==> config.mk <==
export PLATFORM = sky130hd
export DESIGN_NAME = tag_test_port
export DESIGN_NICKNAME = d
export VERILOG_FILES = /design/src/hdl/tag_pkg.sv /design/src/hdl/tag_test_port.sv
export SDC_FILE = /design/constraint.sdc
export NUM_CORES = 1
export LEC_CHECK = 0
export ABC_AREA = 0
export ABC_CLOCK_PERIOD_IN_PS = 4160
export BUFFER_PORTS_ARGS = -buffer_cell sky130_fd_sc_hd__buf_2
export CORE_MARGIN = 2
export CORE_UTILIZATION = 65
export DETAILED_ROUTE_END_ITERATION = 10
export HOLD_SLACK_MARGIN = 0.1
export PLACE_DENSITY = 0.84
export SKIP_CTS_REPAIR_TIMING = 1
export SYNTH_ARGS = -nofsm -noshare
export SYNTH_HDL_FRONTEND = slang
export SYNTH_SLANG_ARGS = --single-unit
==> constraint.sdc <==
create_clock -name clk -period 4.16 [get_ports clk]
set_clock_uncertainty 0.15 [all_clocks]
set_input_delay 0 -clock clk [delete_from_list [all_inputs] [get_ports clk]]
set_output_delay 0 -clock clk [all_outputs]
set_load 0.02 [all_outputs]
==> src/hdl/tag_pkg.sv <==
// package: constants and types for the test access port block
package tag_pkg;

  // ==========================================
  // instruction register
  localparam int          IR_W          = 2;
  localparam logic [1:0]  IR_EXTEST     = 2'h0;
  localparam logic [1:0]  IR_IDCODE     = 2'h1;
  localparam logic [1:0]  IR_BYPASS     = 2'h3;
  localparam logic [1:0]  IR_CAPTURE    = 2'h1;
  localparam logic [1:0]  IR_RESET_VAL  = IR_IDCODE;

  // ==========================================
  // identification register, value arbitrary
  localparam int          ID_W          = 32;
  localparam logic [31:0] ID_VALUE      = 32'h1234_5001;

  // ==========================================
  // data register of the boundary path
  localparam int          BSR_W         = 8;

  // ==========================================
  // reset values of pin samplers
  localparam logic [1:0]  SYNC_RST_HI   = 2'h3;
  localparam logic [1:0]  SYNC_RST_LO   = 2'h0;

  // ==========================================
  // controller states, one-hot
  typedef enum logic [15:0] {
    ST_RESET  = 16'h0001,
    ST_IDLE   = 16'h0002,
    ST_SELDR  = 16'h0004,
    ST_CAPDR  = 16'h0008,
    ST_SHDR   = 16'h0010,
    ST_EX1DR  = 16'h0020,
    ST_PAUDR  = 16'h0040,
    ST_EX2DR  = 16'h0080,
    ST_UPDDR  = 16'h0100,
    ST_SELIR  = 16'h0200,
    ST_CAPIR  = 16'h0400,
    ST_SHIR   = 16'h0800,
    ST_EX1IR  = 16'h1000,
    ST_PAUIR  = 16'h2000,
    ST_EX2IR  = 16'h4000,
    ST_UPDIR  = 16'h8000
  } tag_state_t;

  // test pins grouped
  typedef struct packed {
    logic tck;
    logic tms;
    logic tdi;
  } tag_pins_t;

endpackage : tag_pkg

==> src/hdl/tag_test_port.sv <==
// module: test access port controller with global reset and pin tri-state control
`timescale 1ns/1ps

module tag_test_port
  import tag_pkg::*;
(
  // system
  input  wire logic clk,
  input  wire logic srst,
  // device pins
  input  wire logic chip_reset_n,
  input  wire logic digital_io_enable_pin,
  input  wire logic test_port_reset_n,
  input  wire logic test_clock_pin,
  input  wire logic test_mode_select_pin,
  input  wire logic test_serial_in_pin,
  // serial output, three-state
  output logic      test_serial_out_pin,
  output logic      test_serial_out_oe,
  // device-wide controls
  output logic      core_reset,
  output logic      test_mode_active,
  output logic      io_pins_hiz
);

  // ==========================================
  // pin synchronisers
  logic [1:0] rst_sy_q;
  logic [1:0] ck_sy_q;
  logic [1:0] ms_sy_q;
  logic [1:0] di_sy_q;
  logic [1:0] ioe_sy_q;
  logic [1:0] crst_sy_q;
  logic       ck_prev_q;
  tag_pins_t  pins;

  // two flops per pin, pins sampled on clk
  always_ff @(posedge clk)
  begin
    if (srst)
    begin
      rst_sy_q  <= SYNC_RST_LO;
      ck_sy_q   <= SYNC_RST_LO;
      ms_sy_q   <= SYNC_RST_HI;
      di_sy_q   <= SYNC_RST_HI;
      ioe_sy_q  <= SYNC_RST_HI;
      crst_sy_q <= SYNC_RST_LO;
      ck_prev_q <= 1'b0;
    end
    else
    begin
      rst_sy_q  <= {rst_sy_q[0], test_port_reset_n};
      ck_sy_q   <= {ck_sy_q[0], test_clock_pin};
      ms_sy_q   <= {ms_sy_q[0], test_mode_select_pin};
      di_sy_q   <= {di_sy_q[0], test_serial_in_pin};
      ioe_sy_q  <= {ioe_sy_q[0], digital_io_enable_pin};
      crst_sy_q <= {crst_sy_q[0], chip_reset_n};
      ck_prev_q <= ck_sy_q[1];
    end
  end

  assign pins.tck = ck_sy_q[1];
  assign pins.tms = ms_sy_q[1];
  assign pins.tdi = di_sy_q[1];

  logic tck_rise;
  logic tck_fall;
  logic trst_act;
  assign tck_rise = pins.tck & ~ck_prev_q;
  assign tck_fall = ~pins.tck & ck_prev_q;
  // test reset acts level-sensitive, no test clock edge
  assign trst_act = ~rst_sy_q[1] | srst;

  // ==========================================
  // controller state machine
  tag_state_t st_q;
  tag_state_t st_d;

  always_comb
  begin
    st_d = st_q;
    case (st_q)
      ST_RESET: st_d = pins.tms ? ST_RESET : ST_IDLE;
      ST_IDLE:  st_d = pins.tms ? ST_SELDR : ST_IDLE;
      ST_SELDR: st_d = pins.tms ? ST_SELIR : ST_CAPDR;
      ST_CAPDR: st_d = pins.tms ? ST_EX1DR : ST_SHDR;
      ST_SHDR:  st_d = pins.tms ? ST_EX1DR : ST_SHDR;
      ST_EX1DR: st_d = pins.tms ? ST_UPDDR : ST_PAUDR;
      ST_PAUDR: st_d = pins.tms ? ST_EX2DR : ST_PAUDR;
      ST_EX2DR: st_d = pins.tms ? ST_UPDDR : ST_SHDR;
      ST_UPDDR: st_d = pins.tms ? ST_SELDR : ST_IDLE;
      ST_SELIR: st_d = pins.tms ? ST_RESET : ST_CAPIR;
      ST_CAPIR: st_d = pins.tms ? ST_EX1IR : ST_SHIR;
      ST_SHIR:  st_d = pins.tms ? ST_EX1IR : ST_SHIR;
      ST_EX1IR: st_d = pins.tms ? ST_UPDIR : ST_PAUIR;
      ST_PAUIR: st_d = pins.tms ? ST_EX2IR : ST_PAUIR;
      ST_EX2IR: st_d = pins.tms ? ST_UPDIR : ST_SHIR;
      ST_UPDIR: st_d = pins.tms ? ST_SELDR : ST_IDLE;
      default:  st_d = ST_RESET;
    endcase
  end

  // step state on test clock rising edge
  always_ff @(posedge clk)
  begin
    if (trst_act)
      st_q <= ST_RESET;
    else if (tck_rise)
      st_q <= st_d;
  end

  // ==========================================
  // instruction and data paths
  logic [IR_W-1:0]  ir_sh_q;
  logic [IR_W-1:0]  ir_q;
  logic [ID_W-1:0]  id_sh_q;
  logic [BSR_W-1:0] bs_sh_q;
  logic             byp_q;

  always_ff @(posedge clk)
  begin
    if (trst_act)
      ir_q <= IR_RESET_VAL;
    else if (tck_rise && st_q == ST_RESET)
      ir_q <= IR_RESET_VAL;
    else if (tck_rise && st_q == ST_UPDIR)
      ir_q <= ir_sh_q;
  end

  // capture serial input on rising edge
  always_ff @(posedge clk)
  begin
    if (trst_act)
    begin
      ir_sh_q <= IR_CAPTURE;
      id_sh_q <= ID_VALUE;
      bs_sh_q <= '0;
      byp_q   <= 1'b0;
    end
    else if (tck_rise)
    begin
      if (st_q == ST_CAPIR)
        ir_sh_q <= IR_CAPTURE;
      else if (st_q == ST_SHIR)
        ir_sh_q <= {pins.tdi, ir_sh_q[IR_W-1:1]};
      if (st_q == ST_CAPDR)
      begin
        id_sh_q <= ID_VALUE;
        byp_q   <= 1'b0;
      end
      else if (st_q == ST_SHDR)
      begin
        if (ir_q == IR_IDCODE)
          id_sh_q <= {pins.tdi, id_sh_q[ID_W-1:1]};
        else if (ir_q == IR_EXTEST)
          bs_sh_q <= {pins.tdi, bs_sh_q[BSR_W-1:1]};
        else
          byp_q <= pins.tdi;
      end
    end
  end

  // selected serial bit
  logic dr_bit;
  always_comb
  begin
    if (ir_q == IR_IDCODE)
      dr_bit = id_sh_q[0];
    else if (ir_q == IR_EXTEST)
      dr_bit = bs_sh_q[0];
    else
      dr_bit = byp_q;
  end

  // output changes on falling edge, enabled in shift states
  always_ff @(posedge clk)
  begin
    if (trst_act)
    begin
      test_serial_out_pin <= 1'b0;
      test_serial_out_oe  <= 1'b0;
    end
    else if (tck_fall)
    begin
      test_serial_out_pin <= (st_q == ST_SHIR) ? ir_sh_q[0] : dr_bit;
      test_serial_out_oe  <= (st_q == ST_SHIR) || (st_q == ST_SHDR);
    end
  end

  // ==========================================
  // device-wide controls
  always_ff @(posedge clk)
  begin
    if (srst)
    begin
      core_reset       <= 1'b1;
      test_mode_active <= 1'b0;
      io_pins_hiz      <= 1'b0;
    end
    else
    begin
      core_reset       <= ~crst_sy_q[1];
      // test reset low means normal operation
      test_mode_active <= rst_sy_q[1] && ir_q == IR_EXTEST;
      // both low puts io in high impedance
      io_pins_hiz      <= ~ioe_sy_q[1] & ~rst_sy_q[1];
    end
  end
endmodule : tag_test_port

# ---- Word level (Yosys, flattened, before mapping)
# Cells that the tools add are included.
dict set report word_totals {
  regBits 79
  in_bits 8
  output_inout_bits 5
  elab_cells 89
}
dict set report classes {
  eq_ne 19
  n_mux 25
  n_bitwise 11
  n_reduce_logical 16
}
# op count
set op_table {}
lappend op_table {{$pmux W16 S12} 1}
lappend op_table {{$mux W32} 3}
lappend op_table {{$mux W16} 2}
lappend op_table {{$mux W9} 2}
lappend op_table {{$eq A16 B1 Y1 const B} 1}
lappend op_table {{$eq A16 B10 Y1 const B} 1}
lappend op_table {{$eq A16 B11 Y1 const B} 1}
lappend op_table {{$eq A16 B12 Y1 const B} 1}
lappend op_table {{$eq A16 B13 Y1 const B} 1}
lappend op_table {{$eq A16 B14 Y1 const B} 1}
lappend op_table {{$eq A16 B15 Y1 const B} 1}
lappend op_table {{$eq A16 B16 Y1 const B} 1}
lappend op_table {{$eq A16 B2 Y1 const B} 1}
lappend op_table {{$eq A16 B3 Y1 const B} 1}
lappend op_table {{$eq A16 B4 Y1 const B} 1}
lappend op_table {{$eq A16 B5 Y1 const B} 1}
lappend op_table {{$eq A16 B6 Y1 const B} 1}
lappend op_table {{$eq A16 B7 Y1 const B} 1}
lappend op_table {{$eq A16 B8 Y1 const B} 1}
lappend op_table {{$eq A16 B9 Y1 const B} 1}
lappend op_table {{$mux W15} 1}
lappend op_table {{$mux W13} 1}
lappend op_table {{$mux W11} 1}
lappend op_table {{$mux W10} 1}
lappend op_table {{20 further kinds} 43}

# ---- Longest topological paths before layout
dict set report depth {
  ltp_word 5
  mapped_depth 10
  ltp_nobuf 6
}

# ---- Least setup slack after synthesis
# Ideal clock, no wire load.
dict set report synth_timing {
  path_type {reg-to-reg}
  from {reg st_q[10]}
  to {reg id_sh_q[21]}
  setup_ns 0.122
  t_arrival_ns 2.305
  required_ns 3.888
  slack_ns 1.583
  stages_incl_launch_ff 10
  n_path_buf 3
  period_less_slack_ns 2.577
  path_cell_list {dfxtp_1 -> buf_2 -> or4_4 -> buf_6 -> nor4_4 -> and2_4 -> nand3b_1 -> or3_1 -> buf_2 -> o32a_1}
}
dict set report synth_between {
  elab_chain_len 3
  elab_cells_between_ends 6
  cone_classes {eq/ne (2); mux (1); reduce/logical (3)}
}
# element line_no
set synth_rtl {}
lappend synth_rtl {{start: declaration} tag_test_port.sv:76} ;# tag_state_t st_q;
lappend synth_rtl {{start signal: assignment} tag_test_port.sv:109} ;# st_q <= st_d;
lappend synth_rtl {{$eq A16 B4 Y1 / $eq A16 B5 Y1 (equally long branches)} {tag_test_port.sv:146, tag_test_port.sv:151}}
lappend synth_rtl {{$reduce_bool A2 Y1 (no source line)} --}
lappend synth_rtl {{$reduce_and A3 Y1 (no source line)} --}
lappend synth_rtl {{end signal: assignment} tag_test_port.sv:154} ;# id_sh_q <= {pins.tdi, id_sh_q[ID_W-1:1]};
lappend synth_rtl {{end: declaration} tag_test_port.sv:116} ;# logic [ID_W-1:0] id_sh_q;
# Parallel ways exist; a longest one is shown, timed or not.
# A chain may end at the register's enable or synchronous reset.

# ---- Worst setup path after layout
dict set report layout_timing {
  from {reg st_q[0]}
  to {reg id_sh_q[21]}
}
# The elaborated chain is that of the path after synthesis.

==> results list <==
- Clock transition at the register clock pins on the worst setup and hold paths after CTS: 80 ps
* Filler cell count: 313
* Highest clock frequency the design can meet: 315.9 MHz
- Path type of the worst setup path: reg -> reg
- Multi-input gate area in the final layout: 0.001486 mm2
* Area of the core: 0.004755 mm2
- The die is 74.31 um tall.
- Switching share of power: 21.08%
- Area of all sequential standard cells: 0.001582 mm2
* Most instantiated flip-flop cell in the synthesis netlist: sky130_fd_sc_hd__dfxtp_1
* Internal power of the cells: 1.183 mW
- At the pin with the least slew margin, the transition time is 1009 ps.
- Ranking of synthesized cells by area: sky130_fd_sc_hd__dfxtp_1 49%, sky130_fd_sc_hd__nand2_1 5.1%, sky130_fd_sc_hd__o22ai_1 4.7%
- The floorplan has 25 rows.
* Class of the tightest hold or removal check: reg -> reg
* Clk root buf: sky130_fd_sc_hd__clkbuf_8
- After layout, the worst path uses 76.09% of the clock period.
- TritonCTS built the clock tree.
* Horiz. Die Dim: 74.31 um
- Number of flops mapped to enable cells by yosys: 0
* Post-Route Utilization: 76.26%
* Cell area after technology mapping: 0.003213 mm2
- Worst setup EP type: register
- Setup violations remaining at the end of the flow were counted as 0.
* Num CTS Buffers: 9
- Asr flop ratio synth: 0%
- STA puts the critical path data required time at 4250 ps.
- Routed WL per cell: 15.15 um
* Global-route wire length before repair: 9949 um
- For this configuration, the core starts out at a cell density of 67.58%.
- Total chip power: 1.499 mW
- Area share of the largest cell type after synthesis: 49.22%
* Post-layout net count: 380
* Antenna diode count: 0
- The routed layout has 2,632 vias.
- The via count of the first global-routing pass was 2,232.
- Cell type with the largest total area after synthesis: sky130_fd_sc_hd__dfxtp_1
* Arr. time, crit path: 3250 ps
- At the end of routability-driven placement, the weighted congestion stood at 0.9103.
- The routed design has 6725 um of wire.
- Run status: complete, no violations
- For this design the total switching power over the nets is 0.3160 mW.
- Max-slew violation total from the final report: 0
* H-tree Lvls: 3
- Max Buffers Root-to-Sink: 2
- Sequential elements use 49.22% of the synthesized area.
- Routed vias/inst: 5.928
- In this run the static leakage power is 1.208 nW.
- Clock latency reported for the late side of the worst-skew pair: 350 ps
* Number of design-rule violations left by the first detailed-router iteration: 238
- Fraction of power consumed by combinational cells: 2.6%
- Averaged over all synthesized cells, the footprint is 8.876 um2.
* Max-cap viol count: 0
- The synthesized design contains 79 register bits.
* Tightest slew margin relative to the limit: 32.73%
- Pin count of the biggest net entering global routing: 43
- Residual DRC count: 0
* Setup repair after global routing missed its margin: no
- DP HPWL: 3887 um
- Sequential Power Share: 51.1%
- Subtracting the final worst setup slack from the clock period gives 3165 ps.
- Post-Syn Nets: 370
- The first detailed-routing pass ran for 4 iterations.
- I/O pin count: 13
- Number of failing hold endpoints at the final stage: 0
- Worst VDD drop: 0.0003820 V
- Worst Path Max Fanout: 32
* Library cells used by synthesis: 42
- Number of warnings reported in the yosys synthesis log: 0
* Synth-to-layout area growth: 12.85%
- Once detail routing completed, the nets flagged for antenna violations numbered 0.
- Area enclosed by the die boundary: 0.005521 mm2
- Layout cells sized above 1: 12.47%
* Clock sinks: 79
- Gate count after technology mapping: 362
- In this run the tool buffered the top-level ports with 12 buffer cells.
- The number of antenna violations at the first check in global routing was 0.
* Post-Route Setup TNS: 0 ps
* Clk pwr share: 46.3%
- Congestion Overflow GR: 0
- Combined global-route utilization of all metal layers: 23.57%
- STA classifies the critical path startpoint as a register.
* PwrDens: 413.5 mW/mm2
worst paths after layout:
kind                     start     endpoint  slack (ps)  cells after the start
setup / recovery       st_q[0]  id_sh_q[21]         990                      6
hold / removal    crst_sy_q[1]   core_reset         250                      1
setup reg to reg       st_q[0]  id_sh_q[21]         990                      6
hold reg to reg   crst_sy_q[1]   core_reset         250                      1
flip-flops by register name, summed over array words and instances (netlist names), 2 cells and up:
register and cells:
crst_sy_q 2, ir_q 2, ms_sy_q 2, bs_sh_q 8, id_sh_q 32, ioe_sy_q 2, di_sy_q 2, st_q 16
ck_sy_q 2, ir_sh_q 2, rst_sy_q 2
per-layer routing:
layer,share of wire (%),GRT usage [%],vias up,wire length [um]
met1,44,31.06,1234,2991
met2,48,37.60,82,3243
met5,0,0,-,0
li1,-,-,1301,-
met3,5.0,5.149,15,339
met4,2.2,10.32,0,150
area by class of cell:
class	count	area share (%)
clock inverters	6	3.175
flip-flops and latches	79	43.62
multi-input cells	251	40.99
inverters	1	0.1035
well taps	67	2.312
clock buffers	10	3.520
repair buffers	30	6.280
Yosys cell counts (all sizes together) (3+ instances only):
cell    count
nor3        9
o22ai      24
dfxtp      79
nand2b     12
a21oi      20
nand3      10
xor2        3
or3         3
or4         6
or2         8
a22oi       4
clkbuf     20
buf        11
nand4b      4
nor2       34
o21ai       6
nor4        7
nand4       5
xnor2       6
nand2      44
nor2b      10
mux2i       9
nand3b      3
o32a        8
logic make-up (layout without fill, tap and decap cells):
kind of cell	Yosys count	in the layout	synth area share, %
buffers and inverters	32	47	4.906
xor gates and xnor gates	9	9	2.453
AOI/OAI and AO/OA	71	71	14.33
and+or+nand+nor	162	162	26.29
DFF	79	79	49.22
muxes	9	9	2.804
placed cells by master (no fill, tap or decap), types with 8 or more instances in the layout:
| cell type | n |
|---|---|
| sky130_fd_sc_hd__dlygate4sd3_1 | 13 |
| sky130_fd_sc_hd__clkbuf_8 | 9 |
| sky130_fd_sc_hd__buf_2 | 12 |
| sky130_fd_sc_hd__o32a_1 | 8 |
| sky130_fd_sc_hd__nand2_1 | 44 |
| sky130_fd_sc_hd__nand2b_1 | 12 |
| sky130_fd_sc_hd__o22ai_1 | 24 |
| sky130_fd_sc_hd__nor2_1 | 34 |
| sky130_fd_sc_hd__nor2b_1 | 9 |
| sky130_fd_sc_hd__nand3_1 | 10 |
| sky130_fd_sc_hd__a21oi_1 | 19 |
| sky130_fd_sc_hd__mux2i_1 | 9 |
| sky130_fd_sc_hd__dfxtp_1 | 79 |
| sky130_fd_sc_hd__nor3_1 | 9 |
| sky130_fd_sc_hd__or2_2 | 8 |
through the flow:
stage / setup WS, ps / cells / cell area [um2] / hold WS, ps
4_1_cts: 1043 / 431 / 3496 / -321.7
6_report: 994.6 / 444 / 3626 / 247.4
5_1_grt: 843.3 / 444 / 3626 / 270.5
3_3_place_gp: 1125 / 415 / 3253 / 34.28
3_5_place_dp: 1047 / 415 / 3253 / 39.55
2_1_floorplan: 1583 / 362 / 3213 / -78.39
power groups by stage:
stage / combinational (mW) / sequential (mW) / clock, mW
5_1_grt: 0.0425 / 0.766 / 0.736
4_1_cts: 0.0282 / 0.765 / 0.690
2_1_floorplan: 0.0182 / 0.782 / 0
3_5_place_dp: 0.0281 / 0.783 / 0
3_3_place_gp: 0.0277 / 0.783 / 0
6_report: 0.0394 / 0.765 / 0.694
worst max-delay path: stages (launching register included):
cell and delay, ps:
sky130_fd_sc_hd__dfxtp_1 370, sky130_fd_sc_hd__or4_1 680, sky130_fd_sc_hd__nor4_4 310, sky130_fd_sc_hd__and2_4 230
sky130_fd_sc_hd__nand3b_1 110, sky130_fd_sc_hd__or3_1 740, sky130_fd_sc_hd__o32a_1 460
(Power assumes the default switching activity.)
